$ cat src/rtl/cpdc_defines.svh
`ifndef CPDC_DEFINES_SVH
`define CPDC_DEFINES_SVH

// sample clock rate in MHz
`define CPDC_CLK_MHZ 100
// converter core wake time, microseconds
`define CPDC_CORE_WAKE_US 2
// pll settle time, microseconds
`define CPDC_PLL_WAKE_US 20
// least times, in whole clock cycles, rounded up
`define CPDC_CORE_WAKE_CYC ((`CPDC_CORE_WAKE_US * `CPDC_CLK_MHZ * 1000 + 999) / 1000)
`define CPDC_PLL_WAKE_CYC ((`CPDC_PLL_WAKE_US * `CPDC_CLK_MHZ * 1000 + 999) / 1000)
// conversion code width
`define CPDC_CODE_W 8
// reset value of the held output code
`define CPDC_CODE_RST 8'h00

`endif

$ cat src/rtl/cpdc_pkg.sv
package cpdc_pkg;

    // power modes of the device
    typedef enum logic [1:0] {
        CPDC_RUN        = 2'b00,
        CPDC_CONV_SLEEP = 2'b01,
        CPDC_FULL_SLEEP = 2'b10
    } cpdc_mode_t;

    // sleep requests from the controller
    typedef struct packed {
        logic full_sleep_request;
        logic converter_sleep_request;
    } cpdc_req_t;

    // power gates toward the analog and buffer sections
    typedef struct packed {
        logic core_power_en;
        logic pll_power_en;
        logic buffer_power_en;
    } cpdc_gate_t;

endpackage : cpdc_pkg

$ cat src/rtl/cpdc_settle_timer.sv
`timescale 1ns/1ps
`include "cpdc_defines.svh"

module cpdc_settle_timer #(
    parameter int COUNT = `CPDC_CORE_WAKE_CYC
) (
    input wire logic clk,
    input wire logic reset_n,
    input wire logic hold,
    output logic done
);
    localparam int W = $clog2(COUNT + 1);

    logic [W-1:0] count;
    logic [W-1:0] next_count;
    logic next_done;

    ////////////////////////////////////////////////////////////////////////
    // refuse a settle time that cannot be counted
    if (COUNT < 1) begin : g_bad_count
        $error("cpdc_settle_timer: COUNT must be at least 1");
    end

    ////////////////////////////////////////////////////////////////////////
    // cleared while held, counts up to COUNT once released
    always_comb begin
        next_count = count;
        next_done = done;
        if (hold) begin
            next_count = '0;
            next_done = 1'b0;
        end else if (!done) begin
            next_count = count + W'(1);
            next_done = (count + W'(1)) == W'(COUNT);
        end
    end

    // state registers
    always_ff @(posedge clk or negedge reset_n) begin
        if (!reset_n) begin
            count <= '0;
            done <= 1'b0;
        end else begin
            count <= next_count;
            done <= next_done;
        end
    end

endmodule : cpdc_settle_timer

$ cat src/rtl/cpdc_top.sv
// Operation
// - full sleep powers down, conversion halts
// - core ready 2 us after full sleep
// - pll ready 20 us after full sleep
// - output code held while asleep
// - entering full sleep discards buffer
// - converter sleep: core off, buffer kept
// - core ready 2 us after converter sleep
// - pll stays on in converter sleep
// - full sleep wins over converter sleep
`timescale 1ns/1ps
`include "cpdc_defines.svh"

module cpdc_top #(
    parameter int CODE_W = `CPDC_CODE_W,
    parameter int CORE_WAKE_CYC = `CPDC_CORE_WAKE_CYC,
    parameter int PLL_WAKE_CYC = `CPDC_PLL_WAKE_CYC
) (
    input wire logic clk,
    input wire logic reset_n,
    input wire cpdc_pkg::cpdc_req_t sleep_req,
    input wire logic pll_in_use,
    input wire logic conv_valid,
    input wire logic [CODE_W-1:0] conv_code,
    output cpdc_pkg::cpdc_gate_t gates,
    output logic buffer_discard,
    output logic [CODE_W-1:0] data_out,
    output logic converter_ready,
    output logic pll_settled,
    output logic sample_ready
);
    localparam int CORE_CYC_I = CORE_WAKE_CYC;
    localparam int PLL_CYC_I = PLL_WAKE_CYC;

    cpdc_pkg::cpdc_mode_t mode;
    cpdc_pkg::cpdc_mode_t next_mode;
    logic next_buffer_discard;
    logic [CODE_W-1:0] next_data_out;
    logic pll_done;
    logic core_done;

    ////////////////////////////////////////////////////////////////////////
    // refuse widths the output path cannot serve
    if (CODE_W < 1) begin : g_bad_width
        $error("cpdc_top: CODE_W must be at least 1");
    end

    // the wake checks below need eight held-off cycles after wake
    if (CORE_WAKE_CYC < 8 || PLL_WAKE_CYC < 1) begin : g_bad_wake
        $error("cpdc_top: wake counts too small for the wake checks");
    end

    ////////////////////////////////////////////////////////////////////////
    // power mode from the two request levels
    always_comb begin
        next_mode = cpdc_pkg::CPDC_RUN;
        if (sleep_req.full_sleep_request) begin
            next_mode = cpdc_pkg::CPDC_FULL_SLEEP;
        end else if (sleep_req.converter_sleep_request) begin
            next_mode = cpdc_pkg::CPDC_CONV_SLEEP;
        end
        // one-cycle discard on entry to full sleep
        next_buffer_discard = sleep_req.full_sleep_request &&
            (mode != cpdc_pkg::CPDC_FULL_SLEEP);
    end

    // mode registers
    always_ff @(posedge clk or negedge reset_n) begin
        if (!reset_n) begin
            mode <= cpdc_pkg::CPDC_RUN;
            buffer_discard <= 1'b0;
        end else begin
            mode <= next_mode;
            buffer_discard <= next_buffer_discard;
        end
    end

    ////////////////////////////////////////////////////////////////////////
    // gates follow the registered mode
    always_comb begin
        gates.core_power_en = (mode == cpdc_pkg::CPDC_RUN);
        gates.pll_power_en = (mode != cpdc_pkg::CPDC_FULL_SLEEP);
        gates.buffer_power_en = (mode != cpdc_pkg::CPDC_FULL_SLEEP);
    end

    ////////////////////////////////////////////////////////////////////////
    // core settle timer, held while the core is off
    cpdc_settle_timer #(
        .COUNT(CORE_WAKE_CYC)
    ) u_core_timer (
        .clk(clk),
        .reset_n(reset_n),
        .hold(mode != cpdc_pkg::CPDC_RUN),
        .done(core_done)
    );

    // pll timer, re-armed only by full sleep; a stopped clock is not seen
    cpdc_settle_timer #(
        .COUNT(PLL_WAKE_CYC)
    ) u_pll_timer (
        .clk(clk),
        .reset_n(reset_n),
        .hold(mode == cpdc_pkg::CPDC_FULL_SLEEP),
        .done(pll_done)
    );

    // readiness as seen by the capture side; the core flag drops
    // on the very edge that leaves run, not one cycle later
    always_comb begin
        converter_ready = core_done && (mode == cpdc_pkg::CPDC_RUN);
        pll_settled = pll_done || !pll_in_use;
        sample_ready = converter_ready && pll_settled;
    end

    ////////////////////////////////////////////////////////////////////////
    // output code, updated only while converting and settled
    always_comb begin
        next_data_out = data_out;
        if (mode == cpdc_pkg::CPDC_RUN && sample_ready && conv_valid) begin
            next_data_out = conv_code;
        end
    end

    // held code register; holds through sleep and a stopped clock
    always_ff @(posedge clk or negedge reset_n) begin
        if (!reset_n) begin
            data_out <= CODE_W'(`CPDC_CODE_RST);
        end else begin
            data_out <= next_data_out;
        end
    end

    ////////////////////////////////////////////////////////////////////////
    // helper counters of settling cycles for the checks below
    int core_wait;
    int pll_wait;

    always_ff @(posedge clk or negedge reset_n) begin
        if (!reset_n) begin
            core_wait <= 0;
            pll_wait <= 0;
        end else begin
            core_wait <= (mode != cpdc_pkg::CPDC_RUN) ? 0 :
                (converter_ready ? core_wait : core_wait + 1);
            pll_wait <= (mode == cpdc_pkg::CPDC_FULL_SLEEP) ? 0 :
                (pll_done ? pll_wait : pll_wait + 1);
        end
    end
endmodule : cpdc_top

$ cat config.mk
export PLATFORM = sky130hd
export DESIGN_NAME = cpdc_top
export DESIGN_NICKNAME = d
export VERILOG_FILES = /design/src/rtl/cpdc_pkg.sv /design/src/rtl/cpdc_settle_timer.sv /design/src/rtl/cpdc_top.sv
export VERILOG_INCLUDE_DIRS = /design/src /design/src/rtl
export SDC_FILE = /design/constraint.sdc
export NUM_CORES = 1
export LEC_CHECK = 0
export ABC_CLOCK_PERIOD_IN_PS = 2500
export BUFFER_PORTS_ARGS = -buffer_cell sky130_fd_sc_hd__buf_2
export CORE_MARGIN = 1
export CORE_UTILIZATION = 35
export CTS_BUF_LIST = sky130_fd_sc_hd__clkbuf_4
export DETAILED_ROUTE_END_ITERATION = 10
export PLACE_DENSITY = 0.6
export SYNTH_ARGS = -nofsm -noshare
export SYNTH_HDL_FRONTEND = slang
export SYNTH_HIERARCHICAL = 1
export SYNTH_SLANG_ARGS = --single-unit
$ cat constraint.sdc
create_clock -name clk -period 2.5 [get_ports clk]
set_input_delay 0.375 -clock clk [delete_from_list [all_inputs] [get_ports clk]]
set_output_delay 0.375 -clock clk [all_outputs]
set_load 0.05 [all_outputs]
==> results.cfg, run 1 <==
[die]
initial_core_util_pct = 36.9
io_pins = 29
die_w_um = 70.2
dieHeight_um = 70.2
row_count = 24
dieArea_um2 = 4930
core_region_area_um2 = 4410

[outcome]
status = finished, final reports clean

[power_and_ir_drop]
ir_worst_vdd_v = 0.000306
pwr_density_cell_nw_per_um2 = 502
total_leakage_power_nw = 0.872

[routing]
drt_first_iter_violations = 93
met3_length_um = 108
via_per_inst = 5.16
wl_met1_mm = 1.43
vias = 1191
routed_wl_mm = 3.12
drt_pass1_iterations = 4
drt.antenna.violating_nets = 0
wl_per_cell_um = 13.5
routed-wl-met2_mm = 1.55
top_layer = met4
drc = 0

[clocking]
post_cts_buffers = 0
clock-sinks = 32
clk_latency_ns = 0.32
cts_root_buf = clkbuf_4
cts_tree = built
clockBufferDepth = 2
cts.clk_slew.worst_paths_ns = 0.09
htreeDepth = 2
cts_hold_buf = 0
cts_buffers = 5
cts_resized = 0

[setup_path]
crit_fanout = 10
max_stage_delay_ns = 0.58
critical_path_required_ns = 2.12
critPathArrivalTime_ns = 1.57
cp_cell_sequence = nand2b_2, and3_2, buf_2
cp_top_family = flip-flops
cp_slowest_cell = dfrtp_1
crit_buf_inv = 1
endpoint_kind = output port
critPathLaunchType = flop
critical_path_class = reg -> out

[job]
cap_violations = 0

[layout]
area_growth_pct = 14.8
finalNetCount = 194
seqCellArea_um2 = 801
final_common_cell = dfrtp_1
final_area_um2 = 1870
fillers = 435
drive_above_1_share_pct = 30.2
stdcell_count = 231
antennaDiodeCount = 0
multi_input_area_um2 = 788
final_cell_mix = 32 x dfrtp_1, 28 x buf_2, 18 x nor2_1

[logic_synthesis]
synth_area_leaders = dfrtp_1 49%, mux2_2 5.5%, nor2_1 4.2%
syn_avg_cell_area_um2 = 11.1
synthDistinctLibCells = 45
synth_seq_area_share_pct = 49.2
synth_edf_count = 0
synth_top_area_share_pct = 49.2
synthFlopType = dfrtp_1
ys_async_sr_fraction_pct = 100
synth_cells = 147
synth_top_cell_by_area = dfrtp_1
synth-warning-count = 6
synth.net_count = 163
synth_seq_cells = 32
syn_area_um2 = 1630

[global_routing]
grt_pass1_vias = 1191
antenna_found_initial = 0
grt-ovfl-total = 0
grt_start_max_net_pins = 33
grt_usage_pct = 14.2
grt_pass1_wl_mm = 5.57

[placement]
dpl.hpwl_mm = 2.24
dpl-instance-area_um2 = 1810
dp_cells = 223
place_congestion = 0.848
portBuffers = 28

[timing]
final-hold-violation-count = 0
fin_setup_tns_ns = 0
fin_crit_ns = 1.94
finalSetupViolCount = 0
finalMaxSlewViolations = 0
post-route-period-util_pct = 77.7
clock_skew_ns = 0.00878
timing.fmax_ghz = 0.515
relSlewSlack_pct = 53.1
tightest_slew_ns = 0.703
rsz0062_at_grt = false

[min_path]
hp-class = in -> async
## state kept, by name, indices dropped and copies added (netlist names)
name	count
data_out	8
mode	2
u_pll_timer/done	1
buffer_discard	1
u_pll_timer/count	11
u_core_timer/count	8
u_core_timer/done	1
## synthesized netlist by cell type (all sizes together) (2+ instances only)
cell type and instances:
dfrtp 32, nor2 19, mux2 8, xnor2 7, xor2 7, nand3 6, inv 5, nand2b 5
a21oi 4, nand4b 4, nor2b 4, o21ai 4, or3 4, and2 3, mux2i 3, nand3b 3
nand4 3, a32o 2, and3 2, buf 2, clkbuf 2, ha 2, nand2 2
## logic make-up after synthesis
kind of cell | Yosys count | share of synthesized area (%)
AND/OR/NAND/NOR | 63 | 25.1
buffers and inverters | 9 | 2.38
XOR/XNOR | 14 | 7.53
adder cells (fa/ha/maj) | 2 | 1.54
flip-flops | 32 | 49.2
multiplexers | 11 | 7.38
AO/OA/AOI/OAI | 16 | 6.92
## through the flow
step	power, mW	util (%)	hold slack, ns	setup slack (ns)
2_1_floorplan	0.623	-	0.0794	0.929
3_3_place_gp	0.655	41.1	0.452	0.881
3_5_place_dp	0.659	41.1	0.465	0.804
4_1_cts	0.959	42.3	0.0953	0.536
5_1_grt	0.992	42.3	0.135	0.464
6_report	0.939	42.3	0.0901	0.558
## worst register-to-register path: stages (launching register included)
cell	delay, ns
dfrtp_1	0.42
ha_1	0.22
nand3_1	0.16
a211o_1	0.32
a32o_1	0.26
a32o_1	0.23
## cell type report
| cell class | count | area share [%] |
|---|---|---|
| clock buffer | 7 | 2.81 |
| clock inverter | 1 | 0.201 |
| inverter | 5 | 1.00 |
| multi-input combinational | 106 | 42.2 |
| sequential | 32 | 42.8 |
| tap | 52 | 3.48 |
| timing repair buffer | 28 | 7.50 |
## routing by layer
metal	track usage (%)	vias to the layer above
met4	5.11	0
met2	22.4	22
li1	-	579
met3	4.04	5
met1	18.7	585
met5	0	-
## path summary, 6_finish.rpt
path,start,endpoint,slack [ns],cells past startpoint
max,u_pll_timer/done,sample_ready,0.56,3
min in group clk,sleep_req[1],mode[1],0.19,1
max in group asynchronous,reset_n,buffer_discard,1.95,1
min,reset_n,u_core_timer/count[7],0.09,1
min reg2reg,data_out[1],data_out[1],0.51,1
max reg2reg,u_pll_timer/count[0],u_pll_timer/done,0.79,5
## report_power, final
part	internal [mW]	switching, mW
Combinational	0.0317	0.0609
Sequential	0.533	0.0212
Clock	0.130	0.162
Total	0.695	0.244
(Power assumes the default switching activity.)
==> run 2, diff against run 1 <==
--- a/config.mk
+++ b/config.mk
@@ -6,13 +6,13 @@
 export SDC_FILE = /design/constraint.sdc
 export NUM_CORES = 1
 export LEC_CHECK = 0
-export ABC_CLOCK_PERIOD_IN_PS = 2500
+export ABC_CLOCK_PERIOD_IN_PS = 1600
 export BUFFER_PORTS_ARGS = -buffer_cell sky130_fd_sc_hd__buf_2
 export CORE_MARGIN = 1
 export CORE_UTILIZATION = 35
 export CTS_BUF_LIST = sky130_fd_sc_hd__clkbuf_4
 export DETAILED_ROUTE_END_ITERATION = 10
-export PLACE_DENSITY = 0.6
+export PLACE_DENSITY = 0.62
 export SYNTH_ARGS = -nofsm -noshare
 export SYNTH_HDL_FRONTEND = slang
 export SYNTH_HIERARCHICAL = 1
==> constraint.sdc (replaced) <==
create_clock -name clk -period 1.6 [get_ports clk]
set_input_delay 0.24 -clock clk [delete_from_list [all_inputs] [get_ports clk]]
set_output_delay 0.24 -clock clk [all_outputs]
set_load 0.05 [all_outputs]
==> results.cfg, run 2 (synthesis gave the netlist of run 1 again) <==
[power_and_ir_drop]
total_power_mw = 1.49
ir_worst_vdd_v = 0.000498
pwr_density_cell_nw_per_um2 = 746
total_leakage_power_nw = 0.941

[timing]
relSlewSlack_pct = 68.0
finalSetupViolCount = 0
final-hold-violation-count = 0
fin_setup_tns_ns = 0
fin_crit_ns = 1.57
clock_skew_ns = 0.00694
post-route-period-util_pct = 98.0
timing.fmax_ghz = 0.638
tightest_slew_ns = 0.480
finalMaxSlewViolations = 0

[routing]
drt_first_iter_violations = 59
routed_wl_mm = 3.54
drt.antenna.violating_nets = 0
wl_per_cell_um = 14.4
drt_pass1_iterations = 4
vias = 1267
via_per_inst = 5.17
drc = 0

[setup_path]
critical_path_class = reg -> reg
reg2reg_from = u_pll_timer/count[0]
crit_fanout = 3
endpoint_kind = flop
critPathArrivalTime_ns = 1.80
crit-reg2reg-capture = u_pll_timer/done
critPathLaunchType = flop
reg2regPathDepth = 5
critical_path_required_ns = 1.83
rrSetupSlack_ns = 0.03

[placement]
dpl-instance-area_um2 = 1890
dpl.hpwl_mm = 2.61
place_congestion = 0.836
portBuffers = 28

[global_routing]
grt_start_max_net_pins = 21
antenna_found_initial = 0
grt-ovfl-total = 0
grt_usage_pct = 15.8
grt_pass1_wl_mm = 6.04
grt_pass1_vias = 1383

[layout]
finalNetCount = 209
seqCellArea_um2 = 802
largest_reg_flops = 11
multi_input_area_um2 = 807
final_area_um2 = 2000
fillers = 432
fin_util_pct = 45.4
reg_top3 = u_pll_timer/count (11), data_out (8), u_core_timer/count (8)
final_cell_mix = 31 x dfrtp_1, 26 x buf_2, 18 x nor2_1
regMostFlops = u_pll_timer/count
antennaDiodeCount = 0
final_common_cell = dfrtp_1
drive_above_1_share_pct = 37.3
area_growth_pct = 23.1

[min_path]
hold_depth = 1
hp-class = in -> reg
hp-start = sleep_req[1]
min_to = mode[1]

[die]
core_region_area_um2 = 4410
dieHeight_um = 70.2
die_w_um = 70.2
dieArea_um2 = 4930
io_pins = 29
initial_core_util_pct = 36.9
row_count = 24

[clocking]
cts_root_buf = clkbuf_4
htreeDepth = 2
cts_tree = built
cts_buffers = 5
cts.clk_slew.worst_paths_ns = 0.09
clockBufferDepth = 2
clock-sinks = 32
clk_latency_ns = 0.33

[outcome]
status = finished, final reports clean

[job]
cap_violations = 0
## run 2: changes by cell type in the layout (fill, tap and decap cells not counted), sizes merged
cell,previous run,this run
clkbuf,7,6
buf,28,42
dlygate4sd3,0,1
## run 2: worst max-delay path by stage
stage | endpoint | start | cells after the start
2_1_floorplan | u_pll_timer/done | u_pll_timer/count[0] | 5
3_3_place_gp | u_pll_timer/done | u_pll_timer/count[1] | 5
3_5_place_dp | u_pll_timer/done | u_pll_timer/count[1] | 6
4_1_cts | sample_ready | u_pll_timer/done | 3
5_1_grt | u_pll_timer/count[10] | u_pll_timer/count[0] | 6
6_report | u_pll_timer/done | u_pll_timer/count[0] | 5
## run 2: per-stage QoR
stage	setup WS [ns]	hold WS (ns)	cells
3_3_place_gp	0.0786	0.215	233
6_report	0.0316	0.0297	245
5_1_grt	-0.0242	0.00563	245
2_1_floorplan	0.0290	-0.0556	147
3_5_place_dp	0.00721	0.223	233
4_1_cts	0.0123	0.0206	243
## run 2: cell type report
type,instances,share of cell area (%)
multi-input combinational,106,40.3
sequential,32,40.0
timing repair buffer,43,13.0
tap,52,3.25
clock buffer,6,2.25
inverter,5,0.937
clock inverter,1,0.250
## run 2: repair_timing
| action | CTS | global route |
|---|---|---|
| pin swaps | 0 | 1 |
| resized for setup | 3 | 4 |
| setup endpoints to repair | 3 | 3 |
| hold buffers | 1 | 0 |
| cloned | 0 | 0 |
| endpoints found under the hold margin | 18 | 0 |
| setup buffers | 2 | 2 |
## run 2: report_power, final
group / switching (mW) / leakage, nW / internal, mW
Clock: 0.259 / 0.0315 / 0.178
Sequential: 0.0340 / 0.435 / 0.833
Combinational: 0.111 / 0.474 / 0.0788
Total: 0.404 / 0.941 / 1.09
## run 2: layer usage
layer | vias up | share of wire, % | global-route usage [%]
li1 | 610 | - | -
met1 | 624 | 41 | 17.9
met2 | 22 | 54 | 27.0
met3 | 11 | 3.4 | 3.90
met4 | 0 | 2.0 | 9.11
met5 | - | 0 | 0
## run 2: worst max-delay path, stage by stage, from the launching register on
cell,delay [ns]
dfrtp_1,0.38
ha_2,0.22
nand3_2,0.10
a211o_1,0.30
a32o_1,0.26
a32o_1,0.21
==> run 3, diff against run 2 <==
--- a/config.mk
+++ b/config.mk
@@ -15,5 +15,4 @@
 export PLACE_DENSITY = 0.62
 export SYNTH_ARGS = -nofsm -noshare
 export SYNTH_HDL_FRONTEND = slang
-export SYNTH_HIERARCHICAL = 1
 export SYNTH_SLANG_ARGS = --single-unit
==> results.cfg, run 3 <==
[routing]
drc = 0
drt.antenna.violating_nets = 0
wl_per_cell_um = 12.5
routed_wl_mm = 3.12
met3_length_um = 116
top_layer = met4
routed-wl-met2_mm = 1.62
drt_first_iter_violations = 36
via_per_inst = 5.06
drt_pass1_iterations = 4
vias = 1261
wl_met1_mm = 1.31

[setup_path]
rrSetupSlack_ns = 0.02
crit_fanout = 4
crit_buf_inv = 2
critical_path_required_ns = 1.36
critical_path_class = reg -> out
endpoint_kind = output port
reg2regPathDepth = 5
reg2reg_from = u_pll_timer.count[0]
critical_path_depth = 4
max_stage_delay_ns = 0.40
endpoint = sample_ready
critPathArrivalTime_ns = 1.37
cp_top_family = simple AND/OR/NAND/NOR gates
crit-reg2reg-capture = u_pll_timer.done
startpoint = mode[0]
critPathLaunchType = flop
cp_slowest_cell = dfrtp_1
cp_cell_sequence = or2_4, inv_8, and3_4, buf_8

[global_routing]
antenna_found_initial = 0
grt_usage_pct = 14.5
grt_pass1_wl_mm = 5.48
grt-ovfl-total = 0
grt_start_max_net_pins = 33
grt_pass1_vias = 1268

[timing]
finalSetupViolCount = 1
rsz0062_at_grt = true
tightest_slew_ns = 0.709
fin_setup_tns_ns = -0.00945
final-hold-violation-count = 0
holdWs_ns = 0.0397
fin_crit_ns = 1.61
setup_slack_ns = -0.00945
clock_skew_ns = 0.0101
finalMaxSlewViolations = 0
relSlewSlack_pct = 52.7
post-route-period-util_pct = 101
timing.fmax_ghz = 0.621

[logic_synthesis]
synth_seq_area_share_pct = 50.2
synth_top_area_share_pct = 50.2
synthFlopType = dfrtp_1
synth_area_leaders = dfrtp_1 50%, mux2_2 6.3%, xnor2_1 6.0%
synth_seq_cells = 32
synth_top_cell_by_area = dfrtp_1
synth-warning-count = 0
synth_edf_count = 0
ys_async_sr_fraction_pct = 100
synth_most_common_cell = dfrtp_1
syn_area_um2 = 1600
synth_common_cells = 32 x dfrtp_1, 18 x nor2_1, 11 x xnor2_1
synth_cells = 150
synthDistinctLibCells = 37
synth.net_count = 166
syn_avg_cell_area_um2 = 10.6

[layout]
antennaDiodeCount = 0
final_cell_mix = 30 x dfrtp_1, 24 x buf_2, 18 x nor2_1
area_growth_pct = 29.2
multi_input_area_um2 = 825
stdcell_count = 249
finalNetCount = 212
final_common_cell = dfrtp_1
seqCellArea_um2 = 803
fillers = 424
final_area_um2 = 2060
regMostFlops = u_pll_timer.count
reg_top3 = u_pll_timer.count (11), data_out (8), u_core_timer.count (8)
largest_reg_flops = 11
drive_above_1_share_pct = 38.6

[die]
die_w_um = 69.5
core_region_area_um2 = 4380
dieHeight_um = 69.5
initial_core_util_pct = 36.4
dieArea_um2 = 4840
io_pins = 29
row_count = 24

[clocking]
cts.clk_slew.worst_paths_ns = 0.09
cts_buffers = 5
htreeDepth = 2
cts_tree = built
clock-sinks = 32
clockBufferDepth = 2
clk_latency_ns = 0.33
cts_root_buf = clkbuf_4

[job]
cap_violations = 0

[placement]
dp_cells = 234
portBuffers = 28
dpl.hpwl_mm = 2.18
dpl-instance-area_um2 = 1870
place_congestion = 0.873

[power_and_ir_drop]
total_leakage_power_nw = 0.961
pwr_density_cell_nw_per_um2 = 721
p_sw_share_pct = 27.6
ir_worst_vdd_v = 0.000257
p_clk_share_pct = 29.4
power_frac_seq_pct = 57.8
cellInternalPower_mw = 1.08
comb_power_share_pct = 12.8
p_sw_mw = 0.410

[outcome]
violations = negative setup slack
status = complete, but fails checks

[min_path]
hp-class = in -> reg
hp-start = sleep_req[1]
[run 3: cell types whose count changed after synthesis, moves of 3 or more]
cell      previous run  this run
nand2_1              2         7
nor3_1               1         6
inv_1                5         2
xnor2_1              7        11
nand3b_1             3         0
[run 3: worst min-delay path by stage]
stage	to	slack, ns	depth (start not counted)
4_1_cts	mode[1]	0.02	1
2_1_floorplan	buffer_discard	-0.06	0
3_3_place_gp	u_core_timer.count[4]	0.32	1
3_5_place_dp	u_core_timer.count[4]	0.34	1
6_report	mode[1]	0.04	1
5_1_grt	mode[1]	0.02	1
[run 3: power by group through the flow]
stage	clock [mW]	sequential, mW	combinational [mW]
3_3_place_gp	0	0.871	0.167
2_1_floorplan	0	0.878	0.0949
4_1_cts	0.458	0.858	0.183
6_report	0.436	0.859	0.190
5_1_grt	0.490	0.863	0.212
3_5_place_dp	0	0.873	0.173
[run 3: kinds of logic (layout without fill, tap and decap cells)]
family	after synthesis	count (layout)	synth area share [%]
fa+ha+maj	2	2	1.57
flops	32	32	50.2
xor+xnor	16	16	8.78
buf+inv	9	56	2.66
compound gates	12	12	4.78
mux	12	12	8.23
simple gates	67	67	23.8
[run 3: layout make-up]
type	instances	share of cell area [%]
multi-input cells	109	40.0
flip-flops and latches	32	39.0
repair buffers	45	14.5
well taps	52	3.16
clock buffers	5	1.82
inverters	3	0.910
clock inverters	3	0.667
[run 3: per-layer routing]
metal	up-vias	GRT usage [%]
li1	611	-
met1	616	15.4
met2	26	25.2
met3	8	4.94
met4	0	7.26
met5	-	0
[run 3: through the flow]
step	util (%)	total power, mW	setup slack (ns)
5_1_grt	47.0	1.56	-0.0719
2_1_floorplan	-	0.973	-0.00620
3_3_place_gp	42.7	1.04	0.0381
3_5_place_dp	42.7	1.05	-0.0101
4_1_cts	45.3	1.50	-0.0437
6_report	47.0	1.49	-0.00945
[run 3: repair_timing]
action                                 4_1_cts  5_1_grt
endpoints found under the hold margin       32        0
pin swaps                                    4        2
resized for setup                            9       15
hold buffers                                 1        0
setup endpoints to repair                    7        7
buffers inserted                             3        3
